### src/verilog/gsff_pkg.sv
// Constants for the gated set/clear flip-flop
package gsff_pkg;
  localparam logic STATE_ONE = 1'b1;
  localparam logic STATE_ZERO = 1'b0;
  localparam logic RESET_STATE = 1'b0;
  // Index of each gated side in the per-side vectors
  localparam int SIDE_SET = 0;
  localparam int SIDE_CLR = 1;
  localparam int N_SIDES = 2;
  // Standard trigger pulse width in ns and in clock cycles at 10 MHz
  localparam int CLK_PERIOD_NS = 100;
  localparam int PULSE_NS = 100;
  localparam int PULSE_CYCLES = (PULSE_NS + CLK_PERIOD_NS - 1) / CLK_PERIOD_NS;
endpackage

### src/verilog/gsff_top.sv
// Gated set/clear/complement storage flip-flop with direct and collector inputs
`timescale 1ns/100ps
module gsff_top
  import gsff_pkg::*;
(
  input wire logic clk_i,         // System clock, 10 MHz
  input wire logic rst_i,         // Synchronous reset, active high
  input wire logic set_pulse_i,   // Gated set pulse input
  input wire logic set_en_i,      // Level enable for gated set
  input wire logic clr_pulse_i,   // Gated clear pulse input
  input wire logic clr_en_i,      // Level enable for gated clear
  input wire logic dir_set_i,     // Direct set level
  input wire logic dir_clr_i,     // Direct clear level
  input wire logic coll_clr_i,    // Collector clear on true terminal (gates ORed)
  input wire logic coll_set_i,    // Collector force on complement terminal
  output logic one_o,             // True output, high in one state
  output logic zero_o             // Complementary output
);
  import gsff_pkg::*;

  logic state_ff;
  logic one_ff;
  logic zero_ff;
  logic nxt_state;
  logic nxt_one;
  logic nxt_zero;
  logic gated_next;
  logic force_clr;
  logic force_set;
  logic [N_SIDES-1:0] pulse_in;
  logic [N_SIDES-1:0] en_in;
  logic [N_SIDES-1:0] pulse_ff;
  logic [N_SIDES-1:0] en_ff;
  logic [N_SIDES-1:0] nxt_pulse;
  logic [N_SIDES-1:0] nxt_en;
  logic [N_SIDES-1:0] side_edge;
  logic [N_SIDES-1:0] side_gated;
  logic [N_SIDES-1:0] side_fire;

  // State that a gated side drives the element to
  function automatic logic side_target(input int side);
    logic target;
    target = STATE_ZERO;
    if (side == SIDE_SET)
    begin
      target = STATE_ONE;
    end
    return target;
  endfunction

  // A side is armed only while the element still differs from its target
  function automatic logic side_armed(input logic state, input logic target);
    logic armed;
    armed = 1'b0;
    if (state != target)
    begin
      armed = 1'b1;
    end
    return armed;
  endfunction

  // Forcing levels beat the gated path; clear wins when both are forced
  function automatic logic force_pick(input logic clr, input logic set, input logic keep);
    logic pick;
    pick = keep;
    if (clr)
    begin
      pick = STATE_ZERO;
    end
    else if (set)
    begin
      pick = STATE_ONE;
    end
    return pick;
  endfunction

  // Per-side views of the gated inputs
  assign pulse_in[SIDE_SET] = set_pulse_i;
  assign pulse_in[SIDE_CLR] = clr_pulse_i;
  assign en_in[SIDE_SET] = set_en_i;
  assign en_in[SIDE_CLR] = clr_en_i;

  genvar g;
  generate
    for (g = 0; g < N_SIDES; g++)
    begin : g_side
      assign side_edge[g] = pulse_in[g] & ~pulse_ff[g];

      // enable taken one cycle before the edge
      assign side_gated[g] = side_edge[g] & en_ff[g];

      assign side_fire[g] = side_gated[g] & side_armed(state_ff, side_target(g));

      // Low history after reset, so an idle-low pin gives no false edge
      assign nxt_pulse[g] = rst_i ? 1'b0 : pulse_in[g];

      // Enable delay stands in for the level memory of the input gate
      assign nxt_en[g] = rst_i ? 1'b0 : en_in[g];

      always_ff @(posedge clk_i)
      begin
        pulse_ff[g] <= nxt_pulse[g];
      end

      always_ff @(posedge clk_i)
      begin
        en_ff[g] <= nxt_en[g];
      end
    end
  endgenerate

  // joined pulses toggle; the two armed sides never fire together
  assign gated_next = side_fire[SIDE_SET] ? STATE_ONE :
    (side_fire[SIDE_CLR] ? STATE_ZERO : state_ff);

  // direct levels bypass the pulse gating
  assign force_clr = dir_clr_i | coll_clr_i;
  assign force_set = dir_set_i | coll_set_i;

  assign nxt_state = force_pick(force_clr, force_set, gated_next);

  // outputs load with the state, never one cycle behind it
  assign nxt_one = rst_i ? RESET_STATE : nxt_state;
  assign nxt_zero = rst_i ? ~RESET_STATE : ~nxt_state;

  // state register holds unless a command arrives
  always_ff @(posedge clk_i)
  begin
    if (rst_i)
    begin
      state_ff <= RESET_STATE;
    end
    else
    begin
      state_ff <= nxt_state;
    end
  end

  always_ff @(posedge clk_i)
  begin
    one_ff <= nxt_one;
  end

  always_ff @(posedge clk_i)
  begin
    zero_ff <= nxt_zero;
  end

  assign one_o = one_ff;
  assign zero_o = zero_ff;
endmodule

### config.mk
export PLATFORM = sky130hd
export DESIGN_NAME = gsff_top
export DESIGN_NICKNAME = d
export VERILOG_FILES = /design/src/verilog/gsff_pkg.sv /design/src/verilog/gsff_top.sv
export SDC_FILE = /design/constraint.sdc
export NUM_CORES = 1
export LEC_CHECK = 0
export ABC_AREA = 1
export BUFFER_PORTS_ARGS = -buffer_cell sky130_fd_sc_hd__buf_4
export CAP_MARGIN = 20
export CORE_AREA = 2 2 39 41
export DETAILED_ROUTE_END_ITERATION = 10
export DIE_AREA = 0 0 41 43
export GPL_TIMING_DRIVEN = 0
export PLACE_DENSITY = 0.36
export SYNTH_ARGS = -nofsm -noshare
export SYNTH_HDL_FRONTEND = slang
export SYNTH_SLANG_ARGS = --single-unit
### constraint.sdc
create_clock -name clk_i -period 0.8 [get_ports clk_i]
set_input_delay 0.16 -clock clk_i [delete_from_list [all_inputs] [get_ports clk_i]]
set_output_delay 0.16 -clock clk_i [all_outputs]
set_load 0.01 [all_outputs]
==> impl_metrics.prom, run 1 <==
# TYPE chip_impl_metric gauge
chip_impl_metric{name="timing.hold.worst_path_depth",unit=""} 3
chip_impl_metric{name="power_switching_share",unit="%"} 21.5
chip_impl_metric{name="synth_area_per_cell",unit="sq um"} 8.76
chip_impl_info{name="post-synth-top-area-cell",value="sky130_fd_sc_hd__dfxtp_1"} 1
chip_impl_info{name="rr_endpoint",value="zero_o$_SDFF_PP1_"} 1
chip_impl_metric{name="syn2layout_area_growth",unit="%"} 63.7
chip_impl_metric{name="dr_total_vias",unit=""} 192
chip_impl_metric{name="cts.sinks",unit=""} 6
chip_impl_metric{name="largest_net_degree_at_the_start_of_global_routing",unit=""} 6
chip_impl_metric{name="cts_buffers",unit=""} 3
chip_impl_info{name="cts_root_buf",value="sky130_fd_sc_hd__clkbuf_4"} 1
chip_impl_metric{name="floorplan.initialDensity",unit="%"} 16.5
chip_impl_metric{name="critPathMaxFanout",unit=""} 2
chip_impl_metric{name="syn_nets",unit=""} 36
chip_impl_metric{name="netSwitchingPower",unit="uW"} 148
chip_impl_metric{name="maxCapViolations",unit=""} 0
chip_impl_metric{name="grt_overflow",unit=""} 0
chip_impl_metric{name="largest_vdd_supply_drop",unit="V"} 0.000488
chip_impl_metric{name="power_leakage",unit="uW"} 0.000183
chip_impl_metric{name="setup-violations-final",unit=""} 2
chip_impl_metric{name="tightestPinTransition",unit="ns"} 0.132
chip_impl_metric{name="postLayoutSetupSlackWorst",unit="ns"} -0.0293
chip_impl_metric{name="synthesized_instance_count",unit=""} 26
chip_impl_metric{name="finish.net_count",unit=""} 53
chip_impl_metric{name="fin_crit",unit="ns"} 0.829
chip_impl_metric{name="timing_max_transition_violations_final",unit=""} 0
chip_impl_info{name="worst_setup_path_end_kind",value="primary output"} 1
chip_impl_info{name="path_delay_family",value="flip-flops"} 1
chip_impl_metric{name="clk_transition_reported_paths",unit="ns"} 0.04
chip_impl_metric{name="max_freq",unit="MHz"} 1210
chip_impl_metric{name="grt_resource_usage_total",unit="%"} 6.25
chip_impl_info{name="failing_checks",value="setup timing"} 1
chip_impl_metric{name="timing.slew.headroom",unit="%"} 91.1
chip_impl_metric{name="antenna_cells",unit=""} 0
chip_impl_metric{name="cp_data_arrival_time",unit="ns"} 0.67
chip_impl_info{name="timing.critical_path.from_type",value="register"} 1
chip_impl_metric{name="sequentialPowerShare",unit="%"} 46.7
chip_impl_metric{name="grt_pass1_wl",unit="um"} 662
chip_impl_metric{name="io_buffer_count",unit=""} 11
chip_impl_metric{name="synth_sequential_area_ratio",unit="%"} 52.7
chip_impl_metric{name="core",unit="sq mm"} 0.00138
chip_impl_info{name="critical_path.slowest_cell",value="sky130_fd_sc_hd__dfxtp_2"} 1
chip_impl_metric{name="postSynthRegisterBits",unit=""} 6
chip_impl_info{name="clock_tree_from_tritoncts",value="done"} 1
chip_impl_metric{name="post_route_cells_drive_above_1_share",unit="%"} 61.0
chip_impl_metric{name="synthesis.yosys.warnings",unit=""} 0
chip_impl_metric{name="post_synth_instance_area",unit="sq um"} 228
chip_impl_metric{name="drt_pre_antenna_iters",unit=""} 2
chip_impl_metric{name="design_area",unit="sq um"} 373
chip_impl_metric{name="p_int",unit="uW"} 538
chip_impl_info{name="min-delay-path-class",value="in2reg"} 1
chip_impl_metric{name="die-width",unit="um"} 41
chip_impl_metric{name="critical-path-max-stage-delay",unit="ns"} 0.32
chip_impl_metric{name="clock_insertion_delay_worst_skew",unit="ns"} 0.24
chip_impl_metric{name="gp_congestion",unit=""} 0.638
chip_impl_metric{name="power.share.clock",unit="%"} 40.2
chip_impl_metric{name="power.combinational.fraction",unit="%"} 13.1
chip_impl_metric{name="rrSetupSlack",unit="ns"} 0
chip_impl_info{name="holdCritStartpoint",value="clr_en_i"} 1
chip_impl_metric{name="placementRows",unit=""} 14
chip_impl_metric{name="fin_worst_skew",unit="ns"} 0.00223
chip_impl_info{name="run_status",value="finished with violations"} 1
chip_impl_metric{name="worst_ep_required_time",unit="ns"} 0.64
chip_impl_metric{name="first_iter_violations",unit=""} 1
chip_impl_metric{name="finalHoldViolations",unit=""} 0
chip_impl_metric{name="min_period_over_period",unit="%"} 104
chip_impl_metric{name="detail_route.wirelength",unit="um"} 437
chip_impl_metric{name="critical_path_buffers_and_inverters",unit=""} 1
chip_impl_metric{name="synth_cell_types",unit=""} 11
chip_impl_metric{name="floorplan.die.height",unit="um"} 43
chip_impl_info{name="regToRegStartpoint",value="one_o$_SDFF_PP0_"} 1
chip_impl_info{name="whs_endpoint",value="en_ff[1]$_SDFF_PP0_"} 1
chip_impl_metric{name="holdBufCountCts",unit=""} 0
chip_impl_metric{name="clock_tree.htree_level_count",unit=""} 1
chip_impl_metric{name="r2r.worst_path.cells",unit=""} 5
chip_impl_metric{name="vias_per_cell",unit=""} 3.37
chip_impl_metric{name="pin_count",unit=""} 12
chip_impl_metric{name="ant_nets",unit=""} 0
chip_impl_metric{name="clock_tree.buffer_depth",unit=""} 2
chip_impl_info{name="worstSetupPathType",value="reg2out"} 1
chip_impl_metric{name="initial_antenna_violation_count",unit=""} 0
chip_impl_info{name="cp_cell_sequence",value="buf_6"} 1
chip_impl_metric{name="first_global_vias",unit=""} 193
chip_impl_metric{name="detailed_place.area",unit="sq um"} 330
chip_impl_info{name="synth_top_cells_by_area",value="sky130_fd_sc_hd__dfxtp_1 (53%), sky130_fd_sc_hd__inv_1 (8.2%), sky130_fd_sc_hd__nor2_1 (8.2%), sky130_fd_sc_hd__nor3_4 (7.1%), sky130_fd_sc_hd__nor2_4 (4.9%)"} 1
chip_impl_metric{name="final_core_utilization",unit="%"} 26.9
chip_impl_metric{name="synth.top_cell.area_share",unit="%"} 52.7
chip_impl_metric{name="drc",unit=""} 0
chip_impl_metric{name="drt-wirelength-per-cell",unit="um"} 7.67
chip_impl_info{name="grt_setup_unrepaired",value="yes"} 1
chip_impl_metric{name="fp.dieArea",unit="sq mm"} 0.00176
chip_impl_metric{name="power-per-cell-area",unit="mW/mm^2"} 1840
-- per-stage QoR --
step                      worst slack (ns)  TNS (ns)  hold WS [ns]  std cells  power [uW]
after floorplan                     0.0397         0         0.231         26         355
after global routing               -0.0503    -0.177         0.120         57         723
final                              -0.0293   -0.0487         0.118         57         686
after CTS                          -0.0348   -0.0698         0.112         57         700
after detailed placement            0.0665         0         0.367         53         409
after global placement              0.0693         0         0.360         53         407
-- sequential cells by signal, indices dropped and copies added (netlist names) --
register,flops
pulse_ff,2
one_o,1
zero_o,1
en_ff,2
-- layer usage --
layer	vias up	GRT usage, %	share of wire [%]
met5	-	0	0
met4	0	10.0	0
met3	0	2.09	11
met1	79	5.54	35
li1	106	-	-
met2	7	8.13	55
-- power by group through the flow --
stage | Sequential [uW] | Clock [uW] | Combinational, uW
after global placement | 325 | 0 | 82.5
final | 320 | 276 | 90.0
after detailed placement | 325 | 0 | 84.0
after floorplan | 326 | 0 | 28.3
after global routing | 322 | 302 | 99.0
after CTS | 320 | 290 | 90.3
-- placed cells by master (no fill, tap or decap) --
| cell | count |
|---|---|
| sky130_fd_sc_hd__nand3_1 | 1 |
| sky130_fd_sc_hd__clkbuf_4 | 3 |
| sky130_fd_sc_hd__buf_6 | 2 |
| sky130_fd_sc_hd__dfxtp_1 | 4 |
| sky130_fd_sc_hd__nor3_4 | 1 |
| sky130_fd_sc_hd__nor2_1 | 4 |
| sky130_fd_sc_hd__nand2_1 | 2 |
| sky130_fd_sc_hd__nand2_2 | 1 |
| sky130_fd_sc_hd__inv_2 | 2 |
| sky130_fd_sc_hd__buf_4 | 10 |
| sky130_fd_sc_hd__nor2_2 | 2 |
| sky130_fd_sc_hd__nor2_4 | 1 |
| sky130_fd_sc_hd__inv_1 | 5 |
| sky130_fd_sc_hd__nand3_2 | 1 |
| sky130_fd_sc_hd__dfxtp_2 | 2 |
-- worst max-delay path by stage --
stage | startpoint | to | depth (start not counted)
2_1_floorplan | one_o$_SDFF_PP0_ | one_o$_SDFF_PP0_ | 5
3_3_place_gp | one_o$_SDFF_PP0_ | one_o$_SDFF_PP0_ | 5
3_5_place_dp | one_o$_SDFF_PP0_ | one_o$_SDFF_PP0_ | 5
4_1_cts | one_o$_SDFF_PP0_ | one_o | 1
5_1_grt | one_o$_SDFF_PP0_ | zero_o$_SDFF_PP1_ | 5
6_report | one_o$_SDFF_PP0_ | one_o | 1
-- cells by family (layout without fill, tap and decap cells) --
kind of cell | Yosys count | in the layout | share of synthesized area (%)
and+or+nand+nor | 13 | 13 | 35.7
buffers and inverters | 7 | 22 | 11.5
DFF | 6 | 6 | 52.7
-- synth_stat cells, drive strengths merged --
| cell type | count |
|---|---|
| nor2 | 7 |
| inv | 7 |
| nand2 | 3 |
| nand3 | 2 |
| nor3 | 1 |
| dfxtp | 6 |
-- layout make-up --
class | instances | area [sq um]
clock buffers | 3 | 22.5
repair buffers | 12 | 97.6
fillers | 151 | 1010
well taps | 16 | 20.0
flip-flops and latches | 6 | 123
inverters | 7 | 26.3
multi-input cells | 13 | 83.8
-- what timing repair did --
action / in CTS / in global routing
resized for setup: 3 / 2
cloned: 0 / 0
setup endpoints to repair: 2 / 4
setup buffers: 1 / 0
pin swaps: 3 / 0
Power figures use the tool's default switching activity.
==> run 2: changes to the inputs <==
--- a/config.mk
+++ b/config.mk
@@ -5,14 +5,13 @@
 export SDC_FILE = /design/constraint.sdc
 export NUM_CORES = 1
 export LEC_CHECK = 0
-export ABC_AREA = 1
 export BUFFER_PORTS_ARGS = -buffer_cell sky130_fd_sc_hd__buf_4
 export CAP_MARGIN = 20
 export CORE_AREA = 2 2 39 41
 export DETAILED_ROUTE_END_ITERATION = 10
 export DIE_AREA = 0 0 41 43
 export GPL_TIMING_DRIVEN = 0
-export PLACE_DENSITY = 0.36
+export PLACE_DENSITY = 0.32
 export SYNTH_ARGS = -nofsm -noshare
 export SYNTH_HDL_FRONTEND = slang
 export SYNTH_SLANG_ARGS = --single-unit
==> run 2 against run 1 <==
The run still ends with setup timing left. Utilization is 3.3 points lower. Sequential power about the same. Routed wire length down 3.7%. Flip-flop and latch count unchanged. Clock-buffer cell count unchanged. Setup slack got worse by 0.38 ns. Global-route usage increased by 0.29 points.
==> impl_metrics.prom, run 2 <==
# TYPE chip_impl_metric gauge
chip_impl_metric{name="worst_hold_slack_after_final_layout",unit="ns"} 0.0736
chip_impl_metric{name="power_switching_share",unit="%"} 20.4
chip_impl_metric{name="postSynthRegisterBits",unit=""} 6
chip_impl_metric{name="floorplan.initialDensity",unit="%"} 13.4
chip_impl_metric{name="fin_worst_skew",unit="ns"} 0.00321
chip_impl_metric{name="grt_overflow",unit=""} 0
chip_impl_metric{name="critPathMaxFanout",unit=""} 2
chip_impl_metric{name="r2r.worst_path.cells",unit=""} 3
chip_impl_metric{name="sequentialPowerShare",unit="%"} 47.6
chip_impl_metric{name="placementRows",unit=""} 14
chip_impl_metric{name="die-width",unit="um"} 41
chip_impl_metric{name="final_core_utilization",unit="%"} 23.7
chip_impl_metric{name="largest_vdd_supply_drop",unit="V"} 0.000496
chip_impl_metric{name="post_synth_instance_area",unit="sq um"} 185
chip_impl_metric{name="clk_transition_reported_paths",unit="ns"} 0.05
chip_impl_metric{name="syn_nets",unit=""} 25
chip_impl_metric{name="floorplan.die.height",unit="um"} 43
chip_impl_metric{name="number_of_synthesized_flops_with_an_enable_pin",unit=""} 0
chip_impl_info{name="worstSetupPathType",value="reg2reg"} 1
chip_impl_info{name="ys_top_cells_by_count",value="sky130_fd_sc_hd__dfxtp_1 (6), sky130_fd_sc_hd__nor2b_1 (4)"} 1
chip_impl_info{name="cp_cell_sequence",value="nor4bb_1 -> a2111oi_1 -> or4_1"} 1
chip_impl_metric{name="pin_count",unit=""} 12
chip_impl_metric{name="initial_antenna_violation_count",unit=""} 0
chip_impl_metric{name="met2_length",unit="um"} 233
chip_impl_metric{name="power.total",unit="uW"} 670
chip_impl_metric{name="post_route_cells_drive_above_1_share",unit="%"} 53.3
chip_impl_info{name="largest_registers",value="en_ff: 2 flops, pulse_ff: 2 flops"} 1
chip_impl_info{name="synth_top_cells_by_area",value="sky130_fd_sc_hd__dfxtp_1 (65%), sky130_fd_sc_hd__nor2b_1 (14%), sky130_fd_sc_hd__nor4bb_1 (5.4%), sky130_fd_sc_hd__a2111oi_0 (4.7%), sky130_fd_sc_hd__nand3b_1 (4.1%)"} 1
chip_impl_info{name="cts_root_buf",value="sky130_fd_sc_hd__clkbuf_4"} 1
chip_impl_metric{name="antenna_cells",unit=""} 0
chip_impl_metric{name="power_leakage",unit="uW"} 0.000140
chip_impl_info{name="run_status",value="finished with violations"} 1
chip_impl_metric{name="detail_route.wirelength",unit="um"} 421
chip_impl_metric{name="timing.slew.headroom",unit="%"} 72.1
chip_impl_metric{name="synthesized_instance_count",unit=""} 15
chip_impl_metric{name="first_iter_violations",unit=""} 0
chip_impl_metric{name="fp.dieArea",unit="sq mm"} 0.00176
chip_impl_metric{name="synthArstFlopShare",unit="%"} 0
chip_impl_metric{name="post-place-ws",unit="ns"} -0.426
chip_impl_metric{name="power.share.clock",unit="%"} 42.2
chip_impl_info{name="synth-main-ff-cell",value="sky130_fd_sc_hd__dfxtp_1"} 1
chip_impl_metric{name="cp_data_arrival_time",unit="ns"} 1.32
chip_impl_info{name="post-synth-top-area-cell",value="sky130_fd_sc_hd__dfxtp_1"} 1
chip_impl_metric{name="route.met3.wl",unit="um"} 31
chip_impl_metric{name="tightestPinTransition",unit="ns"} 0.418
chip_impl_metric{name="clock_tree.htree_level_count",unit=""} 1
chip_impl_metric{name="cts_buffers",unit=""} 3
chip_impl_metric{name="fin_crit",unit="ns"} 1.21
chip_impl_metric{name="p_int",unit="uW"} 533
chip_impl_info{name="failing_checks",value="setup timing"} 1
chip_impl_info{name="most_used_cells_in_the_layout_excluding_fill_and_tap_cells",value="sky130_fd_sc_hd__buf_4 (10), sky130_fd_sc_hd__dfxtp_1 (5), sky130_fd_sc_hd__nor2b_1 (4), sky130_fd_sc_hd__clkbuf_4 (3), sky130_fd_sc_hd__buf_6 (2)"} 1
chip_impl_info{name="timing.critical_path.from_type",value="register"} 1
chip_impl_metric{name="ant_nets",unit=""} 0
chip_impl_metric{name="maxCapViolations",unit=""} 0
chip_impl_metric{name="drt-wirelength-per-cell",unit="um"} 9.15
chip_impl_metric{name="rrSetupSlack",unit="ns"} -0.41
chip_impl_metric{name="finish.net_count",unit=""} 42
chip_impl_info{name="routed.top_layer",value="met3"} 1
chip_impl_metric{name="vias_per_cell",unit=""} 3.67
chip_impl_metric{name="design_area",unit="sq um"} 328
chip_impl_metric{name="clock_tree.buffer_depth",unit=""} 2
chip_impl_metric{name="synth_sequential_area_ratio",unit="%"} 64.9
chip_impl_metric{name="finalHoldViolations",unit=""} 0
chip_impl_metric{name="synth_area_per_cell",unit="sq um"} 12.3
chip_impl_metric{name="min_period_over_period",unit="%"} 151
chip_impl_metric{name="synthesis.yosys.warnings",unit=""} 0
chip_impl_metric{name="synth_cell_types",unit=""} 7
chip_impl_metric{name="syn2layout_area_growth",unit="%"} 77.0
chip_impl_metric{name="timing.hold.worst_path_depth",unit=""} 2
chip_impl_metric{name="critical-path-max-stage-delay",unit="ns"} 0.40
chip_impl_metric{name="core",unit="sq mm"} 0.00138
chip_impl_metric{name="io_buffer_count",unit=""} 11
chip_impl_metric{name="grt_resource_usage_total",unit="%"} 6.54
chip_impl_info{name="critical_path.slowest_cell",value="sky130_fd_sc_hd__or4_1"} 1
chip_impl_info{name="layout.cells.most_common",value="sky130_fd_sc_hd__buf_4"} 1
chip_impl_metric{name="detailed_place.area",unit="sq um"} 289
chip_impl_metric{name="synth.top_cell.area_share",unit="%"} 64.9
chip_impl_info{name="synth_most_common_cell",value="sky130_fd_sc_hd__dfxtp_1"} 1
chip_impl_metric{name="clock_insertion_delay_worst_skew",unit="ns"} 0.24
chip_impl_metric{name="drc",unit=""} 0
chip_impl_info{name="worst_setup_path_end_kind",value="register"} 1
chip_impl_metric{name="first_global_vias",unit=""} 168
chip_impl_metric{name="netSwitchingPower",unit="uW"} 137
chip_impl_metric{name="worst_ep_required_time",unit="ns"} 0.91
chip_impl_info{name="clock_tree_from_tritoncts",value="done"} 1
chip_impl_metric{name="power.combinational.fraction",unit="%"} 10.2
chip_impl_metric{name="largest_net_degree_at_the_start_of_global_routing",unit=""} 7
chip_impl_metric{name="holdBufCountCts",unit=""} 0
chip_impl_metric{name="drt_pre_antenna_iters",unit=""} 1
chip_impl_info{name="grt_setup_unrepaired",value="yes"} 1
chip_impl_metric{name="timing_max_transition_violations_final",unit=""} 0
chip_impl_metric{name="gp_congestion",unit=""} 0.551
chip_impl_metric{name="dr_total_vias",unit=""} 169
chip_impl_metric{name="route.layer.met1.wl",unit="um"} 157
chip_impl_metric{name="max_freq",unit="MHz"} 827
chip_impl_metric{name="power-per-cell-area",unit="mW/mm^2"} 2040
chip_impl_metric{name="postLayoutSetupSlackWorst",unit="ns"} -0.409
chip_impl_info{name="min-delay-path-class",value="in2reg"} 1
chip_impl_metric{name="nFillCells",unit=""} 161
chip_impl_metric{name="grt_pass1_wl",unit="um"} 683
chip_impl_metric{name="cts.sinks",unit=""} 6
chip_impl_metric{name="setup-violations-final",unit=""} 4
[run 2: cell types whose count changed in the layout (fill, tap and decap cells not counted), sizes merged, moves of 2 or more]
cell / delta
nand2: -3
inv: -7
nor2: -7
nor2b: +4
nand3: -2
[run 2: final timing paths]
check                      start                 to
max             one_o$_SDFF_PP0_  zero_o$_SDFF_PP1_
min                   coll_clr_i   one_o$_SDFF_PP0_
max reg2reg     one_o$_SDFF_PP0_  zero_o$_SDFF_PP1_
min reg2reg  en_ff[1]$_SDFF_PP0_   one_o$_SDFF_PP0_
[run 2: cells by family (layout without fill, tap and decap cells)]
family | count (synthesis) | count (layout) | synth area share, %
AND/OR/NAND/NOR | 8 | 8 | 30.4
flip-flops | 6 | 6 | 64.9
AO/OA/AOI/OAI | 1 | 1 | 4.73
buffers and inverters | 0 | 15 | 0
[run 2: final cells by class]
| cell class | instances | area [sq um] | area share, % |
|---|---|---|---|
| tap | 16 | 20.0 | 6.11 |
| multi-input combinational | 9 | 66.3 | 20.2 |
| timing repair buffer | 12 | 97.6 | 29.8 |
| clock buffer | 3 | 22.5 | 6.87 |
| sequential | 6 | 121 | 37.0 |
[run 2: power by group through the flow]
stage | registers [uW] | logic (uW) | clock network, uW
3_3_place_gp | 324 | 61.6 | 0
6_report | 319 | 68.4 | 282
5_1_grt | 320 | 75.1 | 325
4_1_cts | 319 | 68.8 | 300
3_5_place_dp | 325 | 62.8 | 0
2_1_floorplan | 326 | 14.9 | 0
[run 2: layer usage]
metal	vias to the layer above	global-route usage (%)
li1	85	-
met1	79	6.80
met2	5	8.13
met3	0	4.71
met4	0	6.00
met5	-	0
[run 2: worst max-delay path, delay by kind of cell, from the launching register on]
family / cells / cell delay (ns)
simple gates: 2 / 0.67
compound gates: 1 / 0.09
flops: 1 / 0.32
[run 2: per-stage QoR]
step	setup TNS (ns)	std cells
floorplan	-0.609	15
global placement	-0.715	42
detailed placement	-0.782	42
CTS	-0.976	46
global route	-1.08	46
finish	-0.894	46
[run 2: timing repair]
| item | in CTS | in global routing |
|---|---|---|
| pin swaps | 1 | 0 |
| gates cloned | 0 | 0 |
| gates resized for setup | 2 | 1 |
| setup buffers | 1 | 0 |
| setup endpoints to repair | 4 | 4 |
